--- config.mk ---
export PLATFORM = sky130hd
export DESIGN_NAME = hzc_top
export DESIGN_NICKNAME = d
export VERILOG_FILES = /design/src/hzc_pkg.sv /design/src/hzc_trig_if.sv /design/src/hzc_trigger.sv /design/src/hzc_top.sv
export VERILOG_INCLUDE_DIRS = /design/src /design/src/src
export SDC_FILE = /design/constraint.sdc
export NUM_CORES = 1
export LEC_CHECK = 0
export ABC_AREA = 1
export ABC_CLOCK_PERIOD_IN_PS = 2800
export BUFFER_PORTS_ARGS = -buffer_cell sky130_fd_sc_hd__clkbuf_2
export CORE_ASPECT_RATIO = 1.5
export CORE_MARGIN = 2
export CORE_UTILIZATION = 46
export DETAILED_ROUTE_END_ITERATION = 12
export PLACE_DENSITY_LB_ADDON = 0.08
export SLEW_MARGIN = 40
export SYNTH_ARGS = -nofsm -noshare
export SYNTH_HDL_FRONTEND = slang
export SYNTH_SLANG_ARGS = --single-unit
export TNS_END_PERCENT = 5
--- constraint.sdc ---
create_clock -name i_clk -period 2.8 [get_ports i_clk]
set_input_delay 0.28 -clock i_clk [delete_from_list [all_inputs] [get_ports i_clk]]
set_output_delay 0.28 -clock i_clk [all_outputs]
set_load 0.01 [all_outputs]
--- src/hzc_params.svh ---
// Register offsets, field positions and reset values of the shutdown block
`ifndef HZC_PARAMS_SVH
`define HZC_PARAMS_SVH

`define HZC_OFS_CTRL        4'h0
`define HZC_OFS_SEL         4'h4
`define HZC_OFS_IRQ_STAT    4'h8
`define HZC_OFS_IRQ_MASK    4'hc

`define HZC_CTRL_ENABLE     7
`define HZC_CTRL_REL_COND   6
`define HZC_CTRL_FALL       5
`define HZC_CTRL_RISE       4
`define HZC_CTRL_FORCE      3
`define HZC_CTRL_RELEASE    2
`define HZC_CTRL_FLAG       0

`define HZC_SEL_PINS_LSB    0
`define HZC_SEL_PINS_MSB    3
`define HZC_SEL_SRC_LSB     6
`define HZC_SEL_SRC_MSB     7
`define HZC_SEL_TRIG_EN     8

`define HZC_IRQ_ENTER       0
`define HZC_IRQ_RELEASE     1

`define HZC_RST_CTRL        8'h00
`define HZC_RST_SEL         9'h000
`define HZC_RST_IRQ         2'h0

`endif

--- src/hzc_pkg.sv ---
// Types shared by the shutdown block modules
package hzc_pkg;

    typedef enum logic [1:0]
    {
        HZC_SRC_EXT  = 2'b00,
        HZC_SRC_CMP0 = 2'b01,
        HZC_SRC_CMP1 = 2'b10,
        HZC_SRC_CMP2 = 2'b11
    } hzc_src_t;

    typedef enum logic [1:0]
    {
        HZC_EDGE_NONE = 2'b00,
        HZC_EDGE_RISE = 2'b01,
        HZC_EDGE_FALL = 2'b10,
        HZC_EDGE_BAD  = 2'b11
    } hzc_edge_t;

endpackage

--- src/hzc_trig_if.sv ---
// Carrier between register core and trigger detector
`timescale 1ns/10ps
`default_nettype none

interface hzc_trig_if;
    hzc_pkg::hzc_src_t  src;
    hzc_pkg::hzc_edge_t edge_sel;
    logic               trig_en;
    logic               ctl_en;
    logic               edge_det;
    logic               trig_active;

    modport core
    (
        output src,
        output edge_sel,
        output trig_en,
        output ctl_en,
        input  edge_det,
        input  trig_active
    );

    modport det
    (
        input  src,
        input  edge_sel,
        input  trig_en,
        input  ctl_en,
        output edge_det,
        output trig_active
    );
endinterface

`default_nettype wire

--- src/hzc_trigger.sv ---
// Trigger source select and valid edge detector
`timescale 1ns/10ps
`default_nettype none

module hzc_trigger
(
    // Clock and synchronised reset
    input  wire logic       i_clk,
    input  wire logic       i_rst_n,
    // Trigger sources
    input  wire logic       i_ext_interrupt_input,
    input  wire logic [2:0] i_cmp_out,
    // Core side
    hzc_trig_if.det         trig
);

    logic level;
    logic prev_q;
    logic prev_d;

    always_comb
    begin
        case (trig.src)
            hzc_pkg::HZC_SRC_EXT:  level = i_ext_interrupt_input;
            hzc_pkg::HZC_SRC_CMP0: level = i_cmp_out[0];
            hzc_pkg::HZC_SRC_CMP1: level = i_cmp_out[1];
            hzc_pkg::HZC_SRC_CMP2: level = i_cmp_out[2];
            default:               level = 1'b0;
        endcase
        if (!trig.trig_en)
        begin
            level = 1'b0;
        end
        prev_d = level;
        // Level history runs while disabled, so a trigger already active at enable gives no edge
        trig.edge_det = 1'b0;
        trig.trig_active = 1'b0;
        case (trig.edge_sel)
            hzc_pkg::HZC_EDGE_RISE:
            begin
                trig.edge_det    = trig.ctl_en & level & ~prev_q;
                trig.trig_active = level;
            end
            hzc_pkg::HZC_EDGE_FALL:
            begin
                trig.edge_det    = trig.ctl_en & ~level & prev_q;
                trig.trig_active = trig.trig_en & ~level;
            end
            default:
            begin
                trig.edge_det    = 1'b0;
                trig.trig_active = 1'b0;
            end
        endcase
    end

    always_ff @(posedge i_clk or negedge i_rst_n)
    begin
        if (!i_rst_n)
        begin
            prev_q <= 1'b0;
        end
        else
        begin
            prev_q <= prev_d;
        end
    end

endmodule

`default_nettype wire

--- src/hzc_top.sv ---
// Output high-impedance shutdown control with Avalon-MM registers
//
// Function
// - Release condition 1: clear releases only while the trigger is inactive.
// - Release condition 0: clear always releases, whatever the trigger level.
// - Under release condition 0, a clear landing with a valid edge in one cycle wins over the edge.
// - With no edge selected, one force command enters high impedance and sets the flag.
// - Two-bit source: external interrupt input, or comparator 0, 1 or 2.
// - Two-bit edge code: none, rising, falling; code 11 prohibited.
// - Only edges seen after control is enabled cause shutdown.
//
// Our own choices: the address map and register access over Avalon-MM.
`timescale 1ns/10ps
`default_nettype none
`include "hzc_params.svh"

module hzc_top
#(
    parameter int NPINS = 4
)
(
    // Clock and reset
    input  wire logic             i_clk,
    input  wire logic             i_rst_n,
    // Avalon-MM slave
    input  wire logic [3:0]       i_address,
    input  wire logic             i_read,
    input  wire logic             i_write,
    input  wire logic [31:0]      i_writedata,
    input  wire logic [3:0]       i_byteenable,
    output logic      [31:0]      o_readdata,
    output logic                  o_waitrequest,
    // Trigger sources
    input  wire logic             i_ext_interrupt_input,
    input  wire logic [2:0]       i_cmp_out,
    // Timer pin drive in and out
    input  wire logic [NPINS-1:0] i_pin_out,
    input  wire logic [NPINS-1:0] i_pin_oe,
    output logic      [NPINS-1:0] o_pin_out,
    output logic      [NPINS-1:0] o_pin_oe,
    // Status
    output logic                  o_hiz_state_flag,
    output logic                  o_irq
);

    hzc_trig_if trig ();

    // Reset release synchroniser
    logic rst_meta_q;
    logic rst_sync_q;

    always_ff @(posedge i_clk or negedge i_rst_n)
    begin
        if (!i_rst_n)
        begin
            rst_meta_q <= 1'b0;
            rst_sync_q <= 1'b0;
        end
        else
        begin
            rst_meta_q <= 1'b1;
            rst_sync_q <= rst_meta_q;
        end
    end

    // Register state
    logic [7:0]       ctrl_q;
    logic [7:0]       ctrl_d;
    logic [8:0]       sel_q;
    logic [8:0]       sel_d;
    logic             flag_q;
    logic             flag_d;
    logic [1:0]       irq_stat_q;
    logic [1:0]       irq_stat_d;
    logic [1:0]       irq_mask_q;
    logic [1:0]       irq_mask_d;
    logic             wait_q;
    logic             wait_d;
    logic [31:0]      rdata_q;
    logic [31:0]      rdata_d;
    logic [NPINS-1:0] pin_out_q;
    logic [NPINS-1:0] pin_out_d;
    logic [NPINS-1:0] pin_oe_q;
    logic [NPINS-1:0] pin_oe_d;
    logic             irq_q;
    logic             irq_d;

    // Bus decode
    logic       req;
    logic       wr_go;
    logic       wr_ctrl;
    logic       force_cmd;
    logic       release_cmd;
    logic       release_ok;
    logic       flag_set;
    logic       flag_clr;
    logic [1:0] w1c;
    logic [3:0] pin_sel;

    assign trig.src      = hzc_pkg::hzc_src_t'(sel_q[`HZC_SEL_SRC_MSB:`HZC_SEL_SRC_LSB]);
    assign trig.edge_sel = hzc_pkg::hzc_edge_t'({ctrl_q[`HZC_CTRL_FALL], ctrl_q[`HZC_CTRL_RISE]});
    assign trig.trig_en  = sel_q[`HZC_SEL_TRIG_EN];
    assign trig.ctl_en   = ctrl_q[`HZC_CTRL_ENABLE];
    assign pin_sel       = sel_q[`HZC_SEL_PINS_MSB:`HZC_SEL_PINS_LSB];

    hzc_trigger u_trigger
    (
        .i_clk                 (i_clk),
        .i_rst_n               (rst_sync_q),
        .i_ext_interrupt_input (i_ext_interrupt_input),
        .i_cmp_out             (i_cmp_out),
        .trig                  (trig)
    );

    // One wait cycle on every access
    always_comb
    begin
        req    = i_read | i_write;
        wait_d = ~(req & wait_q);
        wr_go  = i_write & ~wait_q & i_byteenable[0];
        rdata_d = rdata_q;
        if (req && wait_q)
        begin
            case (i_address)
                `HZC_OFS_CTRL:     rdata_d = {24'h000000, ctrl_q[7:4], 3'h0, flag_q};
                `HZC_OFS_SEL:      rdata_d = {23'h000000, sel_q};
                `HZC_OFS_IRQ_STAT: rdata_d = {30'h00000000, irq_stat_q};
                `HZC_OFS_IRQ_MASK: rdata_d = {30'h00000000, irq_mask_q};
                default:           rdata_d = 32'h00000000;
            endcase
        end
    end

    // Control, selection and mask
    always_comb
    begin
        wr_ctrl     = wr_go && (i_address == `HZC_OFS_CTRL);
        ctrl_d      = ctrl_q;
        sel_d       = sel_q;
        irq_mask_d  = irq_mask_q;
        if (wr_ctrl)
        begin
            // Command bits are strobes and never stored
            ctrl_d = {i_writedata[7:4], 4'h0};
        end
        if (wr_go && (i_address == `HZC_OFS_SEL))
        begin
            sel_d = i_writedata[8:0];
        end
        if (wr_go && (i_address == `HZC_OFS_IRQ_MASK))
        begin
            irq_mask_d = i_writedata[1:0];
        end
    end

    // Commands and state flag
    always_comb
    begin
        // Commands only act while control is enabled
        force_cmd   = wr_ctrl & ctrl_q[`HZC_CTRL_ENABLE] & i_writedata[`HZC_CTRL_FORCE];
        release_cmd = wr_ctrl & ctrl_q[`HZC_CTRL_ENABLE] & i_writedata[`HZC_CTRL_RELEASE];
        release_ok  = release_cmd & (~ctrl_q[`HZC_CTRL_REL_COND]
                                     | ~trig.trig_active);
        flag_set    = force_cmd | trig.edge_det;
        // Clear is weighed first, so it beats a coinciding edge or force
        flag_clr    = release_ok;
        flag_d      = flag_q;
        // Dropping the enable clears the flag with that same write
        if (!ctrl_d[`HZC_CTRL_ENABLE])
        begin
            flag_d = 1'b0;
        end
        else if (flag_clr)
        begin
            flag_d = 1'b0;
        end
        else if (flag_set)
        begin
            flag_d = 1'b1;
        end
    end

    // Pin drive copies
    always_comb
    begin
        // Selected pins float one cycle after the flag
        for (int i = 0; i < NPINS; i++)
        begin
            pin_oe_d[i] = i_pin_oe[i] & ~(flag_q & ((i < 4) ? pin_sel[i % 4] : 1'b0));
        end
        pin_out_d = i_pin_out;
    end

    // Interrupt status and line
    always_comb
    begin
        w1c = 2'h0;
        if (wr_go && (i_address == `HZC_OFS_IRQ_STAT))
        begin
            w1c = i_writedata[1:0];
        end
        irq_stat_d = irq_stat_q & ~w1c;
        if (flag_d && !flag_q)
        begin
            irq_stat_d[`HZC_IRQ_ENTER] = 1'b1;
        end
        if (!flag_d && flag_q)
        begin
            irq_stat_d[`HZC_IRQ_RELEASE] = 1'b1;
        end
        irq_d = |(irq_stat_d & irq_mask_d);
    end

    // Bus answer: waitrequest idles high
    always_ff @(posedge i_clk or negedge rst_sync_q)
    begin
        if (!rst_sync_q)
        begin
            wait_q  <= 1'b1;
            rdata_q <= 32'h00000000;
        end
        else
        begin
            wait_q  <= wait_d;
            rdata_q <= rdata_d;
        end
    end

    // Control, selection and mask registers
    always_ff @(posedge i_clk or negedge rst_sync_q)
    begin
        if (!rst_sync_q)
        begin
            ctrl_q     <= `HZC_RST_CTRL;
            sel_q      <= `HZC_RST_SEL;
            irq_mask_q <= `HZC_RST_IRQ;
        end
        else
        begin
            ctrl_q     <= ctrl_d;
            sel_q      <= sel_d;
            irq_mask_q <= irq_mask_d;
        end
    end

    // State flag
    always_ff @(posedge i_clk or negedge rst_sync_q)
    begin
        if (!rst_sync_q)
        begin
            flag_q <= 1'b0;
        end
        else
        begin
            flag_q <= flag_d;
        end
    end

    // Interrupt status and line
    always_ff @(posedge i_clk or negedge rst_sync_q)
    begin
        if (!rst_sync_q)
        begin
            irq_stat_q <= `HZC_RST_IRQ;
            irq_q      <= 1'b0;
        end
        else
        begin
            irq_stat_q <= irq_stat_d;
            irq_q      <= irq_d;
        end
    end

    // Pin drive copies
    always_ff @(posedge i_clk or negedge rst_sync_q)
    begin
        if (!rst_sync_q)
        begin
            pin_out_q <= '0;
            pin_oe_q  <= '0;
        end
        else
        begin
            pin_out_q <= pin_out_d;
            pin_oe_q  <= pin_oe_d;
        end
    end

    assign o_readdata       = rdata_q;
    assign o_waitrequest    = wait_q;
    assign o_pin_out        = pin_out_q;
    assign o_pin_oe         = pin_oe_q;
    assign o_hiz_state_flag = flag_q;
    assign o_irq            = irq_q;

endmodule

`default_nettype wire

Word level (Yosys, flattened, before mapping)

Cells that the tools add are included.

Register bits: 63
Latch bits: 0
RAM bits: 0
ROM bits: 0
Input bits: 56
Output and inout bits: 43
Memories: 0

$add $sub $neg: 0
Multiply operators: 0
Divide/modulo/power cells: 0
Magnitude comparators: 0
Equality and inequality tests: 8
Shift-type cells: 0
Mux-type cells: 13
Bitwise operators: 36
Reductions and logical operators: 12

Operators with widths:

| kind                                                 | number |
|---|---|
| case mux 9 bit (4 select lines)                      | 1 |
| bitwise AND 1 bit                                    | 20 |
| inverter 1 bit                                       | 10 |
| equality test 4 bit (second input constant)          | 2 |
| two-way mux 8 bit                                    | 1 |
| logical AND 1 bit                                    | 7 |
| equality test 2 bit (second input constant)          | 3 |
| two-way mux 1 bit                                    | 6 |
| bitwise AND 2 bit                                    | 2 |
| equality test 2 x 1 -> 1 bit (second input constant) | 2 |
| equality test 4 x 3 -> 1 bit (second input constant) | 1 |
| zero test 4 bit                                      | 1 |
| two-way mux 2 bit                                    | 2 |
| case mux 1 bit (2 select lines)                      | 2 |
| case mux 1 bit (4 select lines)                      | 1 |
| OR 1 bit                                             | 3 |
| zero test 1 bit                                      | 2 |
| zero test 2 bit                                      | 1 |
| inverter 2 bit                                       | 1 |
| OR reduction 2 bit                                   | 1 |

Logic depth before layout (Yosys ltp)

Word-level depth: 16
Depth in mapped cells: 13
Depth with buffers taken out: 13

By module

A second synthesis with hierarchy kept.

Cell total of the unflattened synthesis: 214
Area total of the unflattened synthesis: 1,945.6 um2

By module, submodules not included:

| module      | times used | cells each | area an instance (um2) |
|---|---|---|---|
| hzc_top     | 1          | 186        | 1,778.0 |
| hzc_trigger | 1          | 28         | 167.7 |

Least setup slack after synthesis

Ideal clock, no wire load.

Path kind: register to register
Start point: reg ctrl_q[4]
End point: reg irq_q (netlist: o_irq)
Setup time: 0.065 ns
Arrival: 1.311 ns
Required time: 2.735 ns
Slack: 1.424 ns
Stages on the path, launching flop included: 11
Buffers on the path: 0
Period minus slack after synthesis: 1.376 ns
Path through: dfrtp_1 > inv_1 > ha_1 > or2_1 > nor2_1 > nand2_1 > nand2_1 > nand4_1 > nand2_1 > nand2_1 > nand2_1

Elaborated cells between the ends (all ways): 18
Classes of those cells: 2 x eq/ne; 7 x mux; 5 x bitwise; 4 x reduce/logical

RTL lines:

| what                                                                       | RTL line          | RTL |
|---|---|---|
| from (decl)                                                                | hzc_top.sv:67     | `logic [7:0] ctrl_q;` |
| from (signal assigned)                                                     | hzc_top.sv:234    | `` ctrl_q <= `HZC_RST_CTRL; `` |
| from (signal assigned)                                                     | hzc_top.sv:240    | `ctrl_q <= ctrl_d;` |
| equality test 2 bit / equality test 2 x 1 -> 1 bit (equally long branches) | hzc_trigger.sv:38 | `case (trig.edge_sel)` |
| case mux 1 bit (2 select lines)                                            | hzc_trigger.sv:38 |  |
| inverter 1 bit                                                             | hzc_top.sv:163    | `\| ~trig.trig_active);` |
| OR 1 bit                                                                   | hzc_top.sv:162    | `` release_ok = release_cmd & (~ctrl_q[`HZC_CTRL_REL_COND] `` |
| bitwise AND 1 bit                                                          | hzc_top.sv:162    |  |
| two-way mux 1 bit *                                                        | hzc_top.sv:173    | `else if (flag_clr)` |
| two-way mux 1 bit *                                                        | hzc_top.sv:169    | `` if (!ctrl_d[`HZC_CTRL_ENABLE]) `` |
| logical AND 1 bit *                                                        | hzc_top.sv:203    | `if (flag_d && !flag_q)` |
| two-way mux 1 bit *                                                        | hzc_top.sv:203    |  |
| net irq_stat_d[0]                                                          | hzc_top.sv:74     | `logic [1:0] irq_stat_d;` |
| bitwise AND 2 bit *                                                        | hzc_top.sv:211    | `irq_d = \|(irq_stat_d & irq_mask_d);` |
| OR reduction 2 bit *                                                       | hzc_top.sv:211    |  |
| net irq_d                                                                  | hzc_top.sv:86     | `logic irq_d;` |
| to (signal assigned)                                                       | hzc_top.sv:270    | `irq_q <= irq_d;` |
| to (decl)                                                                  | hzc_top.sv:85     | `logic irq_q;` |

The timed path passes the listed nets; every way through them passes the cells marked *.
A chain may end at the register's enable or synchronous reset.

Final worst setup path

Same ends and word-level chain as after synthesis.

==> run metrics <==
setup_tns 0 ps; WL final between 3 and 4 mm; # fillers between 300 and 400; clk sinks 40; htree depth 2; dpl ws 1180 ps; max cap viols 0; crit-path max FO 3; Post-synth top flop dfrtp_1; via count 1,436; Slew Limit Fails 0; hold_sp i_pin_out[2]; Setup violations, final 0; CP most frequent cell nand2_1; first-pass GRT wire length between 5 and 6 mm; CP Launch Point ctrl_q[4]$_DFFE_PN0P_; slowest CP cell dfrtp_1; die area 4650 µm²; Setup Fix Bufs, Post-CTS 0; DR vias/cell 4.68; Worst Setup EP o_irq$_DFF_PN0_; root buffer cell clkbuf_8; I/O pin count 99; final setup margin roughly 1300 ps; initial core utilization 47.7%; Post-Layout Cell Count between 300 and 400; VDD IR-drop max between 0.3 and 0.4 mV; synthesis-stage register bit count 40; Setup CP Type reg -> reg; synthesized area 1890 µm²; later-pin clock latency in the skew report between 200 and 300 ps; DP Cell Count 298; Final Net Count ~320; Final Hold Vio Count 0; Lkg Pwr 1.23 nW; WL per Instance approximately 12 µm; crit-path max cell delay around 360 ps; critical path, cell by cell inv_1, ha_1, or2_1, nor2_1, nand2_1, nand2_1, nand4_1, nand2_1, nand2_1, nand2_1; required time of the critical path 3030 ps; n_diodes 0; TritonCTS Buffers 5; startpoint types register; syn_area_per_cell a little over 9 µm²; Post-route DRC 0; most common cell after layout, fill and taps aside nand2_1; row count 28; Worst-path clk slew around 70 ps; number of flops mapped to enable cells by yosys 0; RePlAce Congestion approximately 0.84; reg-to-reg endpoint o_irq$_DFF_PN0_; outcome finished clean; Post-synth ARST share 100%; Iteration-0 DRC Markers 16; Final Core Density a little under three fifths; r2r startpoint ctrl_q[4]$_DFFE_PN0P_; RSZ-0062 raised after global routing no; antenna violations before repair 0; CTS tree yes; Congestion Overflow GR 0; Max Clock Freq around 0.66 GHz; slew of the pin with the lowest slew margin 729 ps; vias in the first global route roughly 1,400; Placeable Area between 3000 and 4000 µm²; Tcrit/Tclk final about 54%; Worst slew margin 51.1%; largest net degree at the start of global routing 22; Die H approximately 82 µm; YS warnings 0; Hold WC Path Type in -> reg; I/O Buffers slightly below 50; Critical Path AT about 1800 ps; Longest Clk Path Bufs 2; Unique masters post-synth 29; Pwr Total 1.29 mW; sequential share of the synthesized area between 50% and 60%; PwrDens around 580 nW/µm²; Gate Count Post-Synth 205; Total GRT Usage about 17%; DP Wirelength between 2 and 3 mm; CP Capture Type register; share of post-route cells with drive strength above 1 approximately 29%; synth-to-layout area growth 17.0%; die outline width approximately 56 µm; final worst path period need 1530 ps; Pre-Repair DR Iteration Count 4; most frequent cells in the layout nand2_1 (62), clkbuf_2 (49), dfrtp_1 (38); Routed Antenna Nets 0; r2r setup slk between 1000 and 1500 ps; Reg2Reg Depth 10; worst-case clock skew 4.05 ps
[where the power goes]
group	internal (mW)	total, mW	switching, mW
clock network	0.196	0.382	0.186
registers	0.647	0.692	0.0452
logic	0.0831	0.216	0.133
[critical path, delay by kind of cell (launching register included)]
family | cells | cell delay [ps]
simple gates | 8 | 750
flops | 1 | 360
fa+ha+maj | 1 | 300
buf+inv | 1 | 70
[cell usage after synthesis, types with 2 or more instances]
| master | number | share of area (%) |
|---|---|---|
| nand2_1 | 62 | 12 |
| dfrtp_1 | 39 | 52 |
| buf_4 | 23 | 9.1 |
| inv_1 | 11 | 2.2 |
| nand3_1 | 11 | 2.9 |
| inv_2 | 7 | 1.4 |
| o21ai_1 | 7 | 1.9 |
| o21ai_0 | 6 | 1.6 |
| nor2_1 | 5 | 0.99 |
| a21boi_0 | 4 | 1.6 |
| mux2_1 | 4 | 2.4 |
| a21oi_1 | 3 | 0.79 |
| conb_1 | 2 | 0.40 |
| ha_1 | 2 | 1.3 |
| nand2_2 | 2 | 0.66 |
| nand4_1 | 2 | 0.66 |
| nor2_4 | 2 | 1.2 |
| o22ai_1 | 2 | 0.66 |
[cell families (layout without fill, tap and decap cells)]
group	count (synthesis)	in the layout	share of synthesized area (%)
AOI/OAI and AO/OA	25	25	7.75
adders and majority gates	2	2	1.32
buffers and inverters	44	79	13.4
DFF	40	40	53.0
muxes	4	4	2.38
other	2	24	0.397
and+or+nand+nor	88	88	21.7
[metal layers]
layer,global-route usage [%],share of wire (%)
met1,19.0,38
met2,30.7,54
met3,4.36,4.4
met4,8.57,2.8
met5,0,0
[cell type report]
class                           count  area (µm²)  share of cell area (%)
Clock buffer                        6        82.6                    3.74
Inverter                           19        71.3                    3.23
Tap cell                           45        56.3                    2.55
Timing Repair Buffer               52         270                    12.2
Multi-Input combinational cell    143         717                    32.4
Sequential cell                    40        1000                    45.4
Clock inverter                      2        10.0                   0.453
[registers in the layout (all words and copies together), names as in the netlist]
register and count:
o_pin_oe 4, ctrl_q 4, o_hiz_state_flag 1, sel_q 9, irq_stat_q 2, o_waitrequest 1
o_readdata 9, u_trigger.prev_q 1, o_pin_out 4, o_irq 1, rst_meta_q 1, rst_sync_q 1
irq_mask_q 2
[worst min-delay path by stage]
stage,to,depth (start not counted),slack (ps)
2_1_floorplan,rst_meta_q$_DFF_PN0_,0,-20
3_3_place_gp,rst_sync_q$_DFF_PN0_,1,70
3_5_place_dp,rst_meta_q$_DFF_PN0_,1,70
4_1_cts,o_pin_out[2]$_DFF_PN0_,1,90
5_1_grt,o_pin_out[3]$_DFF_PN0_,1,90
6_report,o_pin_out[2]$_DFF_PN0_,1,90
[repair_timing]
action                     CTS  global route
setup endpoints to repair    0             0
hold endpoints to repair     2             0
hold buffers                 1             0
resized for setup            0             0
[through the flow]
stage,area (µm²),hold WS (ps)
floorplan,1970,-15.6
global placement,2110,66.5
detailed placement,2110,70.0
CTS,2210,86.3
global route,2210,85.3
finish,2210,94.2
Power figures use the tool's default switching activity.
